File: src/inc/watchdog_pkg.sv
/*
 * Constants for the windowed watchdog register block: register indices,
 * field positions, reset values, magic words and bus-clock counts.
 * Assumes a Wishbone slave on 32-bit data with byte address = 4 * index.
 */
`default_nettype none

package watchdog_pkg;
    // =====================================================================
    // register indices (byte address is four times the index)
    localparam logic [13:0] IDX_CS1 = 14'h3030;
    localparam logic [13:0] IDX_CS2 = 14'h3031;
    localparam logic [13:0] IDX_CNTH = 14'h3032;
    localparam logic [13:0] IDX_CNTL = 14'h3033;
    localparam logic [13:0] IDX_TOVH = 14'h3034;
    localparam logic [13:0] IDX_TOVL = 14'h3035;
    localparam logic [13:0] IDX_WINH = 14'h3036;
    localparam logic [13:0] IDX_WINL = 14'h3037;

    // =====================================================================
    // field positions
    localparam int CS1_EN_BIT = 7;
    localparam int CS1_INT_BIT = 6;
    localparam int CS1_UPD_BIT = 5;
    localparam int CS2_WIN_BIT = 7;
    localparam int CS2_FLAG_BIT = 6;
    localparam int CS2_DIV_BIT = 4;
    localparam int CS2_CLK_LSB = 0;

    // write-once lock bits, one per configuration register
    localparam int LOCK_CS1 = 0;
    localparam int LOCK_CS2 = 1;
    localparam int LOCK_TOVH = 2;
    localparam int LOCK_TOVL = 3;
    localparam int LOCK_WINH = 4;
    localparam int LOCK_WINL = 5;

    // =====================================================================
    // reset values
    localparam logic [7:0] CS1_RESET = 8'h80;
    localparam logic [1:0] CLK_RESET = 2'h1;
    localparam logic [15:0] TOVAL_RESET = 16'h0004;
    localparam logic [15:0] WIN_RESET = 16'h0000;

    // =====================================================================
    // magic words and counter clock sources
    localparam logic [15:0] REFRESH_FIRST = 16'hA602;
    localparam logic [15:0] REFRESH_SECOND = 16'hB480;
    localparam logic [15:0] UNLOCK_FIRST = 16'hC520;
    localparam logic [15:0] UNLOCK_SECOND = 16'hD928;
    localparam logic [1:0] SRC_BUS = 2'h0;
    localparam logic [1:0] SRC_LPO = 2'h1;
    localparam logic [1:0] SRC_IRC = 2'h2;
    localparam logic [1:0] SRC_EXT = 2'h3;

    // =====================================================================
    // timing, in bus clocks; prescaler ratio in source ticks
    localparam int SEQ_GAP_CLKS = 16;
    localparam int RECONFIG_CLKS = 128;
    localparam int RESET_DELAY_CLKS = 128;
    localparam int PRESCALE_DIV = 256;

    typedef enum logic [1:0] {
        SEQ_IDLE = 2'b00,
        SEQ_FIRST_HI = 2'b01,
        SEQ_WAIT = 2'b10,
        SEQ_SECOND_HI = 2'b11
    } seq_state_e;
endpackage

`default_nettype wire

File: src/hdl/windowed_watchdog_regs.sv
/*
 * Windowed watchdog: control/status registers, counter with selectable
 * and prescaled source, refresh/unlock sequence checker and reset path.
 * Assumes a classic Wishbone master, source ticks as one-cycle pulses
 * synchronous to clk_i, and a system reset that asserts rst_i in return.
 */
// What this block does and what software must do
// RULE1: window enable bit is write-once
// RULE2: flag set on interrupt, write one clears
// RULE3: reserved bits read as zero
// RULE4: prescaler bit divides reference by 256
// RULE5: two-bit field selects counter source
// RULE6: counter bytes readable at any time
// RULE7: counter writes never load the counter
// RULE8: valid refresh clears counter to zero
// RULE9: unlock with permit reopens configuration
// RULE10: stray counter write forces reset
// RULE11: counter reaching timeout forces reset
// RULE12: software never programs timeout zero
// RULE13: window value sets earliest valid refresh
// RULE14: software keeps window below timeout
// RULE15: high byte at lower address
// RULE16: refresh words within 16 clocks
// RULE17: unlock words, reconfigure within 128 clocks
// RULE18: interrupt option delays reset 128 clocks
// RULE19: early refresh in window mode resets
// RULE20: counter counts ticks; flag set per event
`timescale 1ns/1ns
`default_nettype none

module windowed_watchdog_regs (
    input wire logic clk_i, // bus clock, 25 MHz
    input wire logic rst_i, // synchronous reset, active high
    input wire logic cyc_i, // wishbone cycle
    input wire logic stb_i, // wishbone strobe
    input wire logic we_i, // wishbone write
    input wire logic [15:0] adr_i, // wishbone byte address
    input wire logic [3:0] sel_i, // wishbone byte selects
    input wire logic [31:0] dat_i, // wishbone write data
    output logic [31:0] dat_o, // wishbone read data
    output logic ack_o, // wishbone acknowledge
    input wire logic lpo_tick_i, // ~1 kHz source tick
    input wire logic irc_tick_i, // 32 kHz source tick
    input wire logic ext_tick_i, // external source tick
    output logic irq_o, // interrupt request, level
    output logic sys_reset_o // forced system reset, level
);
    import watchdog_pkg::*;

    // =====================================================================
    // bus slave
    logic ack_q;
    logic [31:0] dat_q;
    wire req_w = cyc_i & stb_i & ~ack_q;
    wire wr_w = req_w & we_i & sel_i[0];
    wire [13:0] idx_w = adr_i[15:2];
    wire [7:0] wbyte_w = dat_i[7:0];

    function automatic logic hit(input logic [13:0] idx, input logic [13:0] reg_idx);
        return idx == reg_idx;
    endfunction

    wire wr_cs1_w = wr_w & hit(idx_w, IDX_CS1);
    wire wr_cs2_w = wr_w & hit(idx_w, IDX_CS2);
    wire wr_cnth_w = wr_w & hit(idx_w, IDX_CNTH); // RULE15
    wire wr_cntl_w = wr_w & hit(idx_w, IDX_CNTL);
    wire wr_tovh_w = wr_w & hit(idx_w, IDX_TOVH);
    wire wr_tovl_w = wr_w & hit(idx_w, IDX_TOVL);
    wire wr_winh_w = wr_w & hit(idx_w, IDX_WINH);
    wire wr_winl_w = wr_w & hit(idx_w, IDX_WINL);

    // =====================================================================
    // configuration state
    logic [7:0] cs1_q;
    logic win_en_q, flag_q, div_q;
    logic [1:0] clk_sel_q;
    logic [15:0] toval_q, win_q, count_q;
    logic [5:0] written_q;
    logic open_q;
    logic [6:0] open_cnt_q;
    wire en_w = cs1_q[CS1_EN_BIT];
    wire int_w = cs1_q[CS1_INT_BIT];
    wire upd_w = cs1_q[CS1_UPD_BIT];
    wire [5:0] ok_w = ~written_q | {6{open_q}};

    wire [7:0] cs2_rd_w = {win_en_q, flag_q, 1'b0, div_q, 2'b00, clk_sel_q}; // RULE3
    wire [7:0] rd_byte_w =
        hit(idx_w, IDX_CS1) ? cs1_q :
        hit(idx_w, IDX_CS2) ? cs2_rd_w :
        hit(idx_w, IDX_CNTH) ? count_q[15:8] : // RULE6
        hit(idx_w, IDX_CNTL) ? count_q[7:0] :
        hit(idx_w, IDX_TOVH) ? toval_q[15:8] :
        hit(idx_w, IDX_TOVL) ? toval_q[7:0] :
        hit(idx_w, IDX_WINH) ? win_q[15:8] :
        hit(idx_w, IDX_WINL) ? win_q[7:0] : 8'h00;

    always_ff @(posedge clk_i) begin
        if (rst_i) begin
            ack_q <= 1'b0;
            dat_q <= 32'h00000000;
        end else begin
            ack_q <= req_w;
            dat_q <= (req_w & ~we_i) ? {24'h000000, rd_byte_w} : 32'h00000000;
        end
    end

    // =====================================================================
    // counter clock: source select and fixed prescaler
    logic [7:0] div_cnt_q;
    wire src_tick_w = (clk_sel_q == SRC_BUS) ? 1'b1 : // RULE5
                      (clk_sel_q == SRC_LPO) ? lpo_tick_i :
                      (clk_sel_q == SRC_IRC) ? irc_tick_i : ext_tick_i;
    wire div_wrap_w = div_cnt_q == 8'(PRESCALE_DIV - 1);
    wire tick_w = src_tick_w & (~div_q | div_wrap_w); // RULE4

    // =====================================================================
    // refresh / unlock sequence checker
    seq_state_e seq_q, seq_d;
    logic [7:0] hi_q;
    logic unlock_q;
    logic [4:0] gap_cnt_q;
    logic illegal_w, refresh_done_w, unlock_done_w, first_done_w, early_w;
    wire [15:0] word_w = {hi_q, wbyte_w};
    wire [15:0] second_w = unlock_q ? UNLOCK_SECOND : REFRESH_SECOND;
    wire waiting_w = (seq_q == SEQ_WAIT) | (seq_q == SEQ_SECOND_HI);
    wire second_ok_w = (seq_q == SEQ_SECOND_HI) & wr_cntl_w & (word_w == second_w);
    wire gap_expired_w = waiting_w & ~second_ok_w
                         & (gap_cnt_q == 5'(SEQ_GAP_CLKS - 1)); // RULE16

    always_comb begin
        seq_d = seq_q;
        illegal_w = 1'b0;
        first_done_w = 1'b0;
        unique case (seq_q)
            SEQ_IDLE: begin
                if (wr_cnth_w & ((wbyte_w == REFRESH_FIRST[15:8])
                                 | (wbyte_w == UNLOCK_FIRST[15:8]))) begin
                    seq_d = SEQ_FIRST_HI;
                end else if (wr_cnth_w | wr_cntl_w) begin
                    illegal_w = 1'b1; // RULE10
                end
            end
            SEQ_FIRST_HI: begin
                if (wr_cntl_w & ((word_w == REFRESH_FIRST) | (word_w == UNLOCK_FIRST))) begin
                    seq_d = SEQ_WAIT;
                    first_done_w = 1'b1;
                end else if (wr_cnth_w | wr_cntl_w) begin
                    seq_d = SEQ_IDLE;
                    illegal_w = 1'b1;
                end
            end
            SEQ_WAIT: begin
                if (wr_cnth_w & ~gap_expired_w & (wbyte_w == second_w[15:8])) begin
                    seq_d = SEQ_SECOND_HI;
                end else if (wr_cnth_w | wr_cntl_w | gap_expired_w) begin
                    seq_d = SEQ_IDLE;
                    illegal_w = wr_cnth_w | wr_cntl_w;
                end
            end
            SEQ_SECOND_HI: begin
                if (wr_cnth_w | wr_cntl_w | gap_expired_w) begin
                    seq_d = SEQ_IDLE;
                    illegal_w = (wr_cnth_w | wr_cntl_w) & ~second_ok_w;
                end
            end
        endcase
    end

    assign refresh_done_w = second_ok_w & ~unlock_q; // RULE8
    assign unlock_done_w = second_ok_w & unlock_q;
    // refresh judged early by the counter at the first word
    assign early_w = first_done_w & (word_w == REFRESH_FIRST) & win_en_q
                     & (count_q < win_q); // RULE13 RULE19

    always_ff @(posedge clk_i) begin
        if (rst_i) begin
            seq_q <= SEQ_IDLE;
            hi_q <= 8'h00;
            unlock_q <= 1'b0;
            gap_cnt_q <= 5'h00;
        end else begin
            seq_q <= seq_d;
            if (wr_cnth_w) begin
                hi_q <= wbyte_w;
            end
            if (first_done_w) begin
                unlock_q <= word_w == UNLOCK_FIRST;
            end
            gap_cnt_q <= waiting_w ? gap_cnt_q + 5'h01 : 5'h00;
        end
    end

    // =====================================================================
    // reset-triggering events and the delayed reset path
    logic alarm_q, alarm_delayed_q;
    logic [6:0] delay_cnt_q;
    logic irq_q, sys_reset_q;
    wire timeout_w = en_w & (count_q == toval_q); // RULE11
    wire reconfig_expired_w = open_q & ~wr_cs1_w
                              & (open_cnt_q == 7'(RECONFIG_CLKS - 1)); // RULE17
    wire unlock_denied_w = unlock_done_w & ~upd_w;
    wire event_w = ~alarm_q & (illegal_w | gap_expired_w | early_w | timeout_w
                               | reconfig_expired_w | unlock_denied_w);
    wire flag_set_w = event_w & int_w; // RULE20
    // a new event wins over a same-cycle write-one-clear
    wire flag_d = flag_set_w | (flag_q & ~(wr_cs2_w & wbyte_w[CS2_FLAG_BIT])); // RULE2
    wire delay_done_w = alarm_q & alarm_delayed_q
                        & (delay_cnt_q == 7'(RESET_DELAY_CLKS - 1)); // RULE18

    always_ff @(posedge clk_i) begin
        if (rst_i) begin
            alarm_q <= 1'b0;
            alarm_delayed_q <= 1'b0;
            delay_cnt_q <= 7'h00;
            irq_q <= 1'b0;
            sys_reset_q <= 1'b0;
        end else begin
            if (event_w) begin
                alarm_q <= 1'b1;
                alarm_delayed_q <= int_w;
            end
            delay_cnt_q <= alarm_q ? delay_cnt_q + 7'h01 : 7'h00;
            irq_q <= flag_d & int_w;
            if ((event_w & ~int_w) | delay_done_w) begin
                sys_reset_q <= 1'b1; // RULE18
            end
        end
    end

    // =====================================================================
    // counter and configuration registers
    always_ff @(posedge clk_i) begin
        if (rst_i) begin
            div_cnt_q <= 8'h00;
            count_q <= 16'h0000;
        end else begin
            if (src_tick_w) begin
                div_cnt_q <= div_cnt_q + 8'h01;
            end
            // counter bytes are never loaded from the bus
            if (refresh_done_w) begin
                count_q <= 16'h0000; // RULE7
            end else if (tick_w & en_w) begin
                count_q <= count_q + 16'h0001; // RULE20
            end
        end
    end

    always_ff @(posedge clk_i) begin
        if (rst_i) begin
            cs1_q <= CS1_RESET;
            win_en_q <= 1'b0;
            flag_q <= 1'b0;
            div_q <= 1'b0;
            clk_sel_q <= CLK_RESET;
            toval_q <= TOVAL_RESET;
            win_q <= WIN_RESET;
            written_q <= 6'h00;
            open_q <= 1'b0;
            open_cnt_q <= 7'h00;
        end else begin
            flag_q <= flag_d;
            if (wr_cs1_w & ok_w[LOCK_CS1]) begin
                cs1_q <= wbyte_w & 8'hE0;
            end
            if (wr_cs2_w & ok_w[LOCK_CS2]) begin
                win_en_q <= wbyte_w[CS2_WIN_BIT]; // RULE1
                div_q <= wbyte_w[CS2_DIV_BIT];
                clk_sel_q <= wbyte_w[CS2_CLK_LSB +: 2];
            end
            if (wr_tovh_w & ok_w[LOCK_TOVH]) begin
                toval_q[15:8] <= wbyte_w;
            end
            if (wr_tovl_w & ok_w[LOCK_TOVL]) begin
                toval_q[7:0] <= wbyte_w;
            end
            if (wr_winh_w & ok_w[LOCK_WINH]) begin
                win_q[15:8] <= wbyte_w;
            end
            if (wr_winl_w & ok_w[LOCK_WINL]) begin
                win_q[7:0] <= wbyte_w;
            end
            if (unlock_done_w & upd_w) begin
                written_q <= 6'h00; // RULE9
                open_q <= 1'b1;
                open_cnt_q <= 7'h00;
            end else begin
                written_q <= written_q | {wr_winl_w, wr_winh_w, wr_tovl_w, wr_tovh_w,
                                          wr_cs2_w, wr_cs1_w};
                open_cnt_q <= open_q ? open_cnt_q + 7'h01 : 7'h00;
                // the control write ends the reconfiguration window
                if (wr_cs1_w | reconfig_expired_w) begin
                    open_q <= 1'b0;
                end
            end
        end
    end

    assign dat_o = dat_q;
    assign ack_o = ack_q;
    assign irq_o = irq_q;
    assign sys_reset_o = sys_reset_q;
endmodule // windowed_watchdog_regs

`default_nettype wire

File: config.mk
export PLATFORM = sky130hd
export DESIGN_NAME = windowed_watchdog_regs
export DESIGN_NICKNAME = d
export VERILOG_FILES = /design/src/inc/watchdog_pkg.sv /design/src/hdl/windowed_watchdog_regs.sv
export SDC_FILE = /design/constraint.sdc
export NUM_CORES = 1
export LEC_CHECK = 0
export BUFFER_PORTS_ARGS = -buffer_cell sky130_fd_sc_hd__clkbuf_2
export CORE_MARGIN = 4
export CORE_UTILIZATION = 60
export DETAILED_ROUTE_END_ITERATION = 10
export GPL_TIMING_DRIVEN = 0
export PLACE_DENSITY = 0.84
export SYNTH_ARGS = -nofsm -noshare
export SYNTH_HDL_FRONTEND = slang
export SYNTH_SLANG_ARGS = --single-unit
File: constraint.sdc
create_clock -name clk_i -period 7.05 [get_ports clk_i]
set_clock_uncertainty 0.2 [all_clocks]
set_input_delay 0.3525 -clock clk_i [delete_from_list [all_inputs] [get_ports clk_i]]
set_output_delay 0.3525 -clock clk_i [all_outputs]
set_load 0.005 [all_outputs]
### Word level (Yosys, flattened, before mapping)

Index checks and enable logic that the tools add are counted.

* flip-flop bits (word level): 138
* latch bits: 0
* RAM bits: 0
* memory bits (read-only): 0
* input bits: 60
* output and inout bits: 35
* word-level logic and storage cells: 176
* memories kept: 0

* add/subtract/negate cells: 5
* multiply operators: 0
* divide/modulo/power cells: 0
* order comparisons: 1
* equal/unequal tests: 26
* shifts and indexed selects: 0
* muxes and demuxes: 29
* bitwise gates (word level): 79
* reduce and logical (&&, ||, !) cells: 10

Operators by type and width (count)
* equality test 14 bit (second input constant): 8
* 2-to-1 mux 8 bit: 8
* AND 1 bit: 48
* equality test 16 bit: 2
* equality test 16 bit (second input constant): 2
* equality test 8 bit (second input constant): 3
* adder 16 x 1 -> 16 bit (second input constant): 1
* < comparator 16 bit: 1
* 2-to-1 mux 15 bit: 1
* adder 7 x 1 -> 7 bit (second input constant): 2
* equality test 7 bit (second input constant): 2
* inverter 1 bit: 14
* bitwise OR 1 bit: 14
* 2-to-1 mux 1 bit: 13
* bitwise OR 6 bit: 2
* 2-to-1 mux 2 bit: 5
* OR reduction 2 bit: 5
* adder 8 x 1 -> 8 bit (second input constant): 1
* equality test 8 bit: 1
* one-hot mux 2 bit (4 select lines): 1
* equality test 2 bit (second input constant): 3
* inverter 6 bit: 1
* adder 5 x 1 -> 5 bit (second input constant): 1
* equality test 5 x 4 -> 1 bit (second input constant): 1
* other kinds (8): 10

### Logic depth before layout (Yosys ltp)

Gate-level depths: netlist of run 1.

* word-level depth: 24
* mapped depth: 9
* gate-level depth less buffers: 9

### Worst setup path after synthesis of run 1

Ideal clock, no wire load.

* kind: flip-flop to flip-flop
* start: reg gap_cnt_q[0]
* end: reg alarm_delayed_q
* setup time: 82 ps
* data arrival time: 2197 ps
* required time: 6768 ps
* setup slack: 4571 ps
* cell stages (with the launch flop): 10
* buffers on the path: 0
* clock period less this slack: 2479 ps
* path through: dfxtp_1 -> ha_1 -> and3_1 -> ha_1 -> nand3b_1 -> o31ai_1 -> nand4_1 -> and3_1 -> or4_1 -> o2111ai_1

* cells in the longest elaborated chain, start to end: 13
* elaborated cells on any way between the ends: 16
* those cells by class: eq/ne: 1; mux: 4; bitwise: 11

RTL lines
* start, declared: line windowed_watchdog_regs.sv:121 `logic [4:0] gap_cnt_q;`
* start signal, assigned: line windowed_watchdog_regs.sv:189 `gap_cnt_q <= waiting_w ? gap_cnt_q + 5'h01 : 5'h00;`
* equality test 5 x 4 -> 1 bit *: line windowed_watchdog_regs.sv:128 `& (gap_cnt_q == 5'(SEQ_GAP_CLKS - 1));`
* AND 1 bit *: line windowed_watchdog_regs.sv:128
* inverter 1 bit: line windowed_watchdog_regs.sv:153 `if (wr_cnth_w & ~gap_expired_w & (wbyte_w == second_w[15:8])) begin`
* AND 1 bit (2 in a row): line windowed_watchdog_regs.sv:153
* 2-to-1 mux 1 bit: line windowed_watchdog_regs.sv:153
* one-hot mux 1 bit (4 select lines): line windowed_watchdog_regs.sv:134 `unique case (seq_q)`
* bitwise OR 1 bit * (3 in a row): line windowed_watchdog_regs.sv:202 `wire event_w = ~alarm_q & (illegal_w | gap_expired_w | early_w | timeout_w`
* bitwise OR 1 bit * (2 in a row): line windowed_watchdog_regs.sv:203 `| reconfig_expired_w | unlock_denied_w);`
* AND 1 bit *: line windowed_watchdog_regs.sv:202
* end signal, assigned: line windowed_watchdog_regs.sv:220 `alarm_delayed_q <= int_w;`
* end, declared: line windowed_watchdog_regs.sv:195 `logic alarm_q, alarm_delayed_q;`

Every way passes the cells marked *; elsewhere a longest branch is shown, timed or not.
A chain may end at the register's enable or synchronous reset.

### Worst setup path after layout of run 1

* start: in dat_i[2]
* end: reg count_q[10]

* cells in the longest elaborated chain, start to end: 4

RTL lines
* start, declared: line windowed_watchdog_regs.sv:39 `input wire logic [31:0] dat_i,`
* equality test 16 bit: line windowed_watchdog_regs.sv:126 `wire second_ok_w = (seq_q == SEQ_SECOND_HI) & wr_cntl_w & (word_w == second_w);`
* AND 1 bit: line windowed_watchdog_regs.sv:126
* AND 1 bit: line windowed_watchdog_regs.sv:169 `assign refresh_done_w = second_ok_w & ~unlock_q;`
* OR reduction 2 bit (no source line)
* end signal, assigned: line windowed_watchdog_regs.sv:244 `count_q <= count_q + 16'h0001;`
* end, declared: line windowed_watchdog_regs.sv:77 `logic [15:0] toval_q, win_q, count_q;`

No other way between the ends.

==> results of run 1 <==
cells by family after synthesis:
family                     after synthesis
DFF                                    114
and+or+nand+nor                        280
xor gates and xnor gates                45
AOI/OAI and AO/OA                       97
adders and majority gates               21
other                                    1
buffers and inverters                   80
muxes                                   52
critical path, delay by kind of cell:
kind | cells | cell delay (ns)
buffers and inverters | 3 | 1.06
AND/OR/NAND/NOR | 3 | 0.88
AO/OA/AOI/OAI | 2 | 0.86
worst min-delay path by stage:
stage / endpoint / slack (ns) / from
detailed placement: open_cnt_q[0] / 0.24 / open_cnt_q[0]
finish: dat_o[7] / 0.007 / we_i
global route: dat_o[7] / 0.03 / we_i
floorplan: open_cnt_q[0] / 0.21 / open_cnt_q[0]
CTS: dat_o[7] / 0.002 / we_i
global placement: open_cnt_q[0] / 0.23 / open_cnt_q[0]
stage by stage:
stage               instances  setup WS (ns)
floorplan                 713           4.57
global route              920           4.01
detailed placement        885           4.23
global placement          885           4.26
CTS                       920           4.18
finish                    920           4.12
synthesized netlist by cell type, types with 8 or more instances:
cell type and n:
dfxtp_1 114, nor2_1 97, nand2_1 52, mux2i_1 44
xor2_1 32, a21oi_1 30, nand3_1 30, inv_1 26
buf_4 24, ha_1 21, clkbuf_1 19, o21ai_0 17
nand4_1 14, nor3_1 13, xnor2_1 13, and3_1 10
a22oi_1 9, or3_1 9, buf_2 8
routing by layer:
| layer | up-vias | routed length, µm | track usage, % |
|---|---|---|---|
| met5 | - | 0 | 0 |
| met4 | 0 | 701 | 18.0 |
| met3 | 67 | 1460 | 7.46 |
| met2 | 278 | 8060 | 49.6 |
| met1 | 2539 | 6690 | 34.9 |
| li1 | 2561 | - | - |
registers in the layout, indices dropped and copies added, names as in the netlist, 2 cells and up:
signal and cells:
seq_q 2, toval_q 16, hi_q 8, cs1_q 3, dat_o 8, gap_cnt_q 5, open_cnt_q 7, delay_cnt_q 7
clk_sel_q 2, written_q 6, win_q 16, count_q 16, div_cnt_q 8
cell type report:
cell class	count	area share, %
multi-input cells	519	48.5
flip-flops and latches	114	32.0
clock buffers	19	6.05
plain buffers	54	4.35
repair buffers	42	3.16
well taps	133	2.33
clock inverters	13	2.25
inverters	26	1.37
what timing repair did:
action                    4_1_cts  5_1_grt
hold buffers                    3        0
gates resized for setup         0        0
hold endpoints to repair        6        0
power by group:
| part | switching [mW] | internal (mW) | total (mW) |
|---|---|---|---|
| logic | 0.0508 | 0.0330 | 0.0837 |
| clock network | 0.308 | 0.546 | 0.854 |
| registers | 0.00500 | 0.648 | 0.653 |
==> flow_summary.toml, run 1 <==
[grt]
grt_pass1_wl_um = 27100
groute.usage.overall_pct = 30.0
antenna_found_initial = 0
grt-ovfl-total = 0
grt_pass1_vias = 5480
grt_max_degree = 17

[placed_design]
hpwl_um = 12300
place_area_mm2 = 0.00651
port_buffers = 39
place_congestion = 0.967

[yosys]
yosys.area_share.adder_pct = 4.33
synth_xor_area_share_pct = 6.50
seq_area_frac_synth_pct = 37.6
synth.mux.area_fraction_pct = 9.68
synth_top_area_share_pct = 37.6
async_reset_ff_share_pct = 0
synth-edff-count = 0
synthCells = 690
ys_types = 67
synth_compound_area_share_pct = 11.2
synth_ff_type = "dfxtp_1"
ys_ff_latch = 114
synthTopCellsByArea = "dfxtp_1 38%, mux2i_1 7.3%, nor2_1 6.0%"
synth_area_per_cell_um2 = 8.79
syn_area_mm2 = 0.00606
ys_warn_count = 0
synth_top_family_by_area = "simple AND/OR/NAND/NOR gates"
synth-simple-area-share_pct = 23.9
synth_area_leader_cell = "dfxtp_1"

[final_layout]
multi_input_area_mm2 = 0.00346
design_area_mm2 = 0.00713
drive_gt1_share_pct = 16.1
seq_area_mm2 = 0.00228
areaGrowthSynthToFinish_pct = 17.6
layout_commonest_cell = "dfxtp_1"
antenna_cells = 0
fin_nets = 855
layout_common_cells = "114 x dfxtp_1, 97 x nor2_1, 52 x nand2_1"
fin_util_pct = 72.6
fill_cells = 753

[routing]
dr.pass1.iters = 5
wl_per_cell_um = 18.4
drc = 0
vias = 5445
ant_nets = 0
drt_wl_total_um = 16900
drt-vias-per-instance = 5.92
drtIter0Drc = 498

[die]
die_width_um = 109
start_util_pct = 61.7
rows = 36
coreArea_mm2 = 0.00982
die_area_mm2 = 0.0118
boundaryPins = 95
dieHeight_um = 109

[clock_tree]
root_buffer = "clkbuf_8"
cts_tree = "done"
numClockSinks = 114
cts_buffers = 17
cts_buffer_depth = 2
cts_setup_buffers = 0
clock_latency_ns = 0.53
clkTransAtPathRegs_ns = 0.06
htreeDepth = 4

[setup_path]
crit_type = "input pin to flop"
crit_end = "count_q[10]"
path_max_fanout = 10
ff2ff_path_depth = 6
cp-start-kind = "input pin"
cp-startpoint = "dat_i[2]"
max_stage_delay_ns = 0.72
end_kind = "flop"
regToRegStartpoint = "seq_q[1]"
slowest_stage = "o31ai_2"
r2r-end = "count_q[10]"
arrival_ns = 3.15
cp.required_ns = 7.27
cp_cell_sequence = "dlygate4sd3_1 -> buf_6 -> nor3b_4 -> o221ai_2 -> or4_1 -> o31ai_2 -> buf_2 -> nor2_1"
r2r_slack_ns = 4.23

[sta]
worstMarginPinSlew_ns = 0.864
rsz0062_at_grt = "no"
min_period_ns = 2.93
hold_ws_ns = 0.00729
setup-violations-final = 0
period_share_pct = 41.5
fmax_mhz = 342
relSlewSlack_pct = 42.0
drv_slew = 0
hold_violations = 0
setup_tns_ns = 0

[pwr]
powerDensity_mw_per_mm2 = 223
ir_worst_vdd_mv = 0.130
fin_total_pwr_mw = 1.59
leakagePower_nw = 2.83

[min_path]
whs_path_depth = 3
holdCritPathClass = "input pin to flop"

[run]
cap_viol_max_count = 0

[run_status]
status = "finished clean"
Power figures use the tool's default switching activity.
==> run 2, diff against run 1 <==
ABC_AREA = 1   (was not set)
CORE_UTILIZATION = 52   (was 60)
PLACE_DENSITY = 0.77   (was 0.84)
clock period = 2.4 ns   (was 7.05 ns; I/O delays follow)
==> run 2 against run 1 <==
Final area increased by 7.9%. Register-to-register slack got worse by 4.2 ns. Clock-buffer cell count increased by 2. Area after synthesis increased by 3.7%. Sequential share of layout area decreased by 2.2 points. Die area increased by 18%. Largest cell class unchanged. Core utilization decreased by 6.4 points. Flip-flop and latch count unchanged. Global-route usage decreased by 4.4 points. Synthesized cell count increased by 29%. Cell count increased by 24%.
==> flow_summary.toml, run 2 <==
[clock_tree]
htreeDepth = 4
root_buffer = "clkbuf_16"
numClockSinks = 114
cts_tree = "done"
clkTransAtPathRegs_ns = 0.05
clock_latency_ns = 0.42
cts_buffer_depth = 2
cts_buffers = 17

[sta]
period_share_pct = 97.9
worstMarginPinSlew_ns = 0.651
setup_ws_ns = 0.0505
hold_ws_ns = 0.00920
hold_violations = 0
fmax_mhz = 426
relSlewSlack_pct = 56.6
setup-violations-final = 0
drv_slew = 0
min_period_ns = 2.35

[pwr]
ir_worst_vdd_mv = 0.537
leakagePower_nw = 3.10
powerDensity_mw_per_mm2 = 637

[routing]
wl_per_cell_um = 15.9
dr.pass1.iters = 6
drt-vias-per-instance = 5.59
ant_nets = 0
drc = 0
vias = 6398
drt_wl_total_um = 18200
drtIter0Drc = 707

[setup_path]
critPathBufInv = 1
arrival_ns = 2.49
slowest_stage = "dfxtp_4"
cp.required_ns = 2.54
end_kind = "flop"
regToRegStartpoint = "div_cnt_q[1]"
max_stage_delay_ns = 0.37
crit_type = "flop to flop"
cp_cell_sequence = "ha_4 -> nand4_4 -> o21ai_4 -> nand3_4 -> inv_4 -> nand2_2 -> nor2_4 -> nand3_4 -> nor3_4 -> nand3_2 -> or2_1 -> a21oi_2"
cp-startpoint = "div_cnt_q[1]"
cp-start-kind = "flop"
path_max_fanout = 5
worst_path_dominant_cell_family = "simple AND/OR/NAND/NOR gates"
crit_top_cell = "nand3_4"

[yosys]
synth_top_area_share_pct = 36.3
ys_warn_count = 0
seq_area_frac_synth_pct = 36.3
yosys.area_share.adder_pct = 4.18
ys_types = 49
async_reset_ff_share_pct = 0
synth.most_common_cell = "nand2_1"
synth_ff_type = "dfxtp_1"
synth-simple-area-share_pct = 25.6
yosys-top-cells-count = "133 x nand2_1, 123 x inv_1, 114 x dfxtp_1"
syn_area_mm2 = 0.00628
synth.mux.area_fraction_pct = 0
synth_area_leader_cell = "dfxtp_1"
ys_ff_latch = 114
synth-edff-count = 0
synth_area_per_cell_um2 = 7.08
synthTopCellsByArea = "dfxtp_1 36%, nand2_1 7.9%, a21oi_1 7.6%"
synth_top_family_by_area = "simple AND/OR/NAND/NOR gates"
synth_compound_area_share_pct = 19.2
synth_xor_area_share_pct = 1.81
synthCells = 888

[final_layout]
layout_common_cells = "131 x nand2_1, 120 x inv_1, 107 x dfxtp_1"
areaGrowthSynthToFinish_pct = 22.5
layout_commonest_cell = "nand2_1"
drive_gt1_share_pct = 18.4
fin_nets = 1070
fin_util_pct = 66.3
top_regs = "count_q (16), toval_q (16), win_q (16)"
antenna_cells = 0
design_area_mm2 = 0.00770
finalNonFillerCells = 1144
fill_cells = 1035

[grt]
groute.usage.overall_pct = 25.6
grt_pass1_vias = 5973
antenna_found_initial = 0
grt_pass1_wl_um = 28900
grt-ovfl-total = 0
grt_max_degree = 17

[placed_design]
place_area_mm2 = 0.00673
port_buffers = 35
hpwl_um = 12700
place_congestion = 0.963
dp_cells = 1089
place_ws_ns = 0.00269

[die]
dieHeight_um = 118
start_util_pct = 54.1
rows = 39
coreArea_mm2 = 0.0116
boundaryPins = 95
die_width_um = 118
die_area_mm2 = 0.0139

[run]
cap_viol_max_count = 0

[min_path]
holdCritPathClass = "input pin to flop"
min-delay-start = "ext_tick_i"

[run_status]
status = "finished clean"
==> run 2: cell count changes after synthesis, sizes merged, moves of 10 or more <==
| cell | previous run | this run |
|---|---|---|
| inv | 26 | 133 |
| nand2 | 53 | 137 |
| a21oi | 31 | 97 |
| o21ai | 18 | 76 |
| mux2i | 44 | 0 |
| xor2 | 32 | 9 |
| nand3 | 30 | 49 |
| nor3 | 13 | 31 |
| nor2 | 97 | 86 |
| and3 | 10 | 0 |
==> run 2: stage by stage <==
stage | total power, mW | TNS (ns)
after floorplan | 2.12 | 0
after global placement | 2.20 | 0
after detailed placement | 2.20 | 0
after CTS | 4.88 | 0
after global routing | 5.02 | -0.202
final | 4.90 | 0
==> run 2: layout make-up <==
| type | instances | area, µm² | share of cell area (%) |
|---|---|---|---|
| plain buffers | 51 | 312 | 4.05 |
| well taps | 143 | 179 | 2.32 |
| clock buffers | 21 | 470 | 6.11 |
| multi-input cells | 611 | 3390 | 44.0 |
| repair buffers | 59 | 375 | 4.88 |
| flip-flops and latches | 114 | 2300 | 29.8 |
| inverters | 135 | 519 | 6.75 |
| clock inverters | 10 | 156 | 2.03 |
==> run 2: per-layer routing <==
metal / share of wire [%] / routed length (µm) / track usage (%) / up-vias
met3: 8.5 / 1550 / 6.44 / 59
met4: 3.4 / 625 / 12.3 / 0
met1: 41 / 7420 / 32.1 / 2903
met5: 0 / 0 / 0 / -
met2: 47 / 8570 / 41.1 / 314
li1: - / - / - / 3122
==> run 2: kinds of logic after synthesis <==
family	Yosys count
XOR/XNOR	13
adder cells (fa/ha/maj)	21
AND/OR/NAND/NOR	335
flip-flops	114
AO/OA/AOI/OAI	218
other	1
buffers and inverters	186
==> run 2: final timing paths <==
kind                                  endpoint  slack [ns]  cells past startpoint
worst min register to register  delay_cnt_q[0]        0.25                      1
worst max register to register     count_q[14]        0.05                     12
worst max-delay path               count_q[14]        0.05                     12
worst min-delay path              div_cnt_q[0]       0.009                      5
==> run 2: repair_timing <==
| item | CTS | global route |
|---|---|---|
| pin swaps | 1 | 11 |
| cloned | 0 | 0 |
| resized for setup | 0 | 47 |
| hold buffers | 8 | 0 |
| setup buffers | 2 | 14 |
| hold endpoints to repair | 32 | 0 |
| endpoints found under the setup margin | 1 | 33 |
==> run 2: power breakdown <==
part / internal, mW / switching [mW] / total [mW]
clock: 1.81 / 0.892 / 2.70
sequential: 1.90 / 0.0138 / 1.92
combinational: 0.108 / 0.177 / 0.285
==> run 2: tightest hold or removal path: cells and delay by family <==
kind / cells / cell delay [ns]
AO/OA/AOI/OAI: 1 / 0.06
buffers and inverters: 1 / 0.08
AND/OR/NAND/NOR: 3 / 0.31
==> run 3, diff against run 2 <==
CORE_MARGIN = 2   (was 4)
==> run 3 against run 2 <==
Non-clock buffer count decreased by 7. Hold slack lost 0.0054 ns. Via count decreased by 1.4%. Highest routed layer unchanged. Sequential share of layout area barely moved. Critical path depth unchanged.
==> flow_summary.toml, run 3 (synthesized netlist as in run 2, its figures left out) <==
[final_layout]
areaGrowthSynthToFinish_pct = 22.3
design_area_mm2 = 0.00768
drive_gt1_share_pct = 17.2
top_regs = "count_q (16), toval_q (16), win_q (16)"
antenna_cells = 0
layout_common_cells = "132 x nand2_1, 121 x inv_1, 107 x dfxtp_1"
layout_commonest_cell = "nand2_1"
fill_cells = 1048
fin_util_pct = 64.5
fin_nets = 1063

[sta]
rsz0062_at_grt = "yes"
fmax_mhz = 436
period_share_pct = 95.6
setup_ws_ns = 0.106
setup_tns_ns = 0
drv_slew = 0
min_period_ns = 2.29
worstMarginPinSlew_ns = 0.590
relSlewSlack_pct = 60.6
setup-violations-final = 0
hold_violations = 0

[grt]
grt_pass1_wl_um = 27900
groute.usage.overall_pct = 27.9
grt_pass1_vias = 5725
grt_max_degree = 17
grt-ovfl-total = 0
antenna_found_initial = 0

[pwr]
swShare_pct = 21.0
power_frac_comb_pct = 5.5
powerDensity_mw_per_mm2 = 668
switchingPower_mw = 1.08
ir_worst_vdd_mv = 0.515
p_int_mw = 4.06
leakagePower_nw = 3.06
p_seq_share_pct = 37.3
clkPwrFrac_pct = 57.1

[setup_path]
cp.required_ns = 2.56
end_kind = "flop"
cp-start-kind = "flop"
crit_top_cell = "nand3_4"
arrival_ns = 2.45
slowest_stage = "dfxtp_4"
path_max_fanout = 4
max_stage_delay_ns = 0.36
crit_type = "flop to flop"
cp_cell_sequence = "ha_4 -> nand4_4 -> o21ai_4 -> nand3_4 -> inv_4 -> nand2_2 -> nor2_4 -> nand3_4 -> nor3_4 -> nand3_2 -> or2_1 -> a21oi_2"

[routing]
drt-vias-per-instance = 5.53
drt_wl_total_um = 17700
wl_per_cell_um = 15.5
drc = 0
vias = 6310
dr.pass1.iters = 6
ant_nets = 0
drtIter0Drc = 669

[clock_tree]
numClockSinks = 114
cts_buffer_depth = 2
clkTransAtPathRegs_ns = 0.05
htreeDepth = 4
clock_latency_ns = 0.42
cts_tree = "done"
root_buffer = "clkbuf_16"
cts_buffers = 17

[die]
dieHeight_um = 114
start_util_pct = 52.8
die_width_um = 114
boundaryPins = 95
coreArea_mm2 = 0.0119
rows = 40
die_area_mm2 = 0.0130

[placed_design]
place_ws_ns = -0.0291
hpwl_um = 12500
place_congestion = 0.955
port_buffers = 35
place_area_mm2 = 0.00673

[run]
cap_viol_max_count = 0

[min_path]
holdCritPathClass = "input pin to flop"

[run_status]
status = "finished clean"
==> run 3: cell types whose count changed in the layout (fill, tap and decap cells not counted), sizes merged <==
cell and change:
bufinv +3, clkinv -2, clkbuf +1, inv +1
clkinvlp -1, dlygate4sd3 +4, buf -12
==> run 3: worst paths after layout <==
path,start,endpoint,slack [ns],cells after the start
worst min register to register,open_cnt_q[0],open_cnt_q[0],0.24,1
worst max-delay path,div_cnt_q[1],count_q[14],0.11,12
worst min-delay path,ext_tick_i,div_cnt_q[1],0.004,5
worst max register to register,div_cnt_q[1],count_q[14],0.11,12
==> run 3: repair_timing <==
item | in CTS | in global routing
hold buffers | 12 | 0
setup buffers | 2 | 3
pin swaps | 1 | 8
resized for setup | 0 | 41
setup endpoints to repair | 2 | 34
endpoints found under the hold margin | 37 | 0
gates cloned | 0 | 0
==> run 3: power by group through the flow <==
stage / clock network (mW) / logic (mW) / registers, mW
after floorplan: 0 / 0.172 / 1.95
after global placement: 0 / 0.247 / 1.96
after detailed placement: 0 / 0.249 / 1.96
after CTS: 2.94 / 0.267 / 1.92
after global routing: 3.03 / 0.315 / 1.92
final: 2.93 / 0.285 / 1.92
==> run 3: metrics by stage <==
step / std cells / power, mW / hold slack, ns
2_1_floorplan: 911 / 2.12 / 0.119
3_3_place_gp: 1093 / 2.20 / 0.231
3_5_place_dp: 1093 / 2.20 / 0.236
4_1_cts: 1139 / 5.13 / 0.00140
5_1_grt: 1142 / 5.26 / 0.0382
6_report: 1142 / 5.13 / 0.00379
==> run 3: layout make-up <==
cell class	count	area [µm²]	share of cell area, %
buffer	51	307	3.99
clock buffer	21	440	5.73
clock inverter	11	233	3.03
inverter	135	515	6.71
multi-input combinational	611	3380	43.9
sequential	114	2300	29.9
tap	147	184	2.39
timing repair buffer	52	333	4.33
==> run 3: worst max-delay path, delay by kind of cell, from the launching register on <==
family | cells | cell delay, ns
simple gates | 8 | 1.10
flops | 1 | 0.36
compound gates | 2 | 0.29
fa+ha+maj | 1 | 0.15
buf+inv | 1 | 0.11
==> run 3: layer usage <==
| metal | share of wire (%) | GRT usage, % | up-vias |
|---|---|---|---|
| li1 | - | - | 3109 |
| met1 | 41 | 34.3 | 2889 |
| met2 | 48 | 46.8 | 277 |
| met3 | 8.3 | 6.80 | 35 |
| met4 | 2.4 | 11.1 | 0 |
| met5 | 0 | 0 | - |
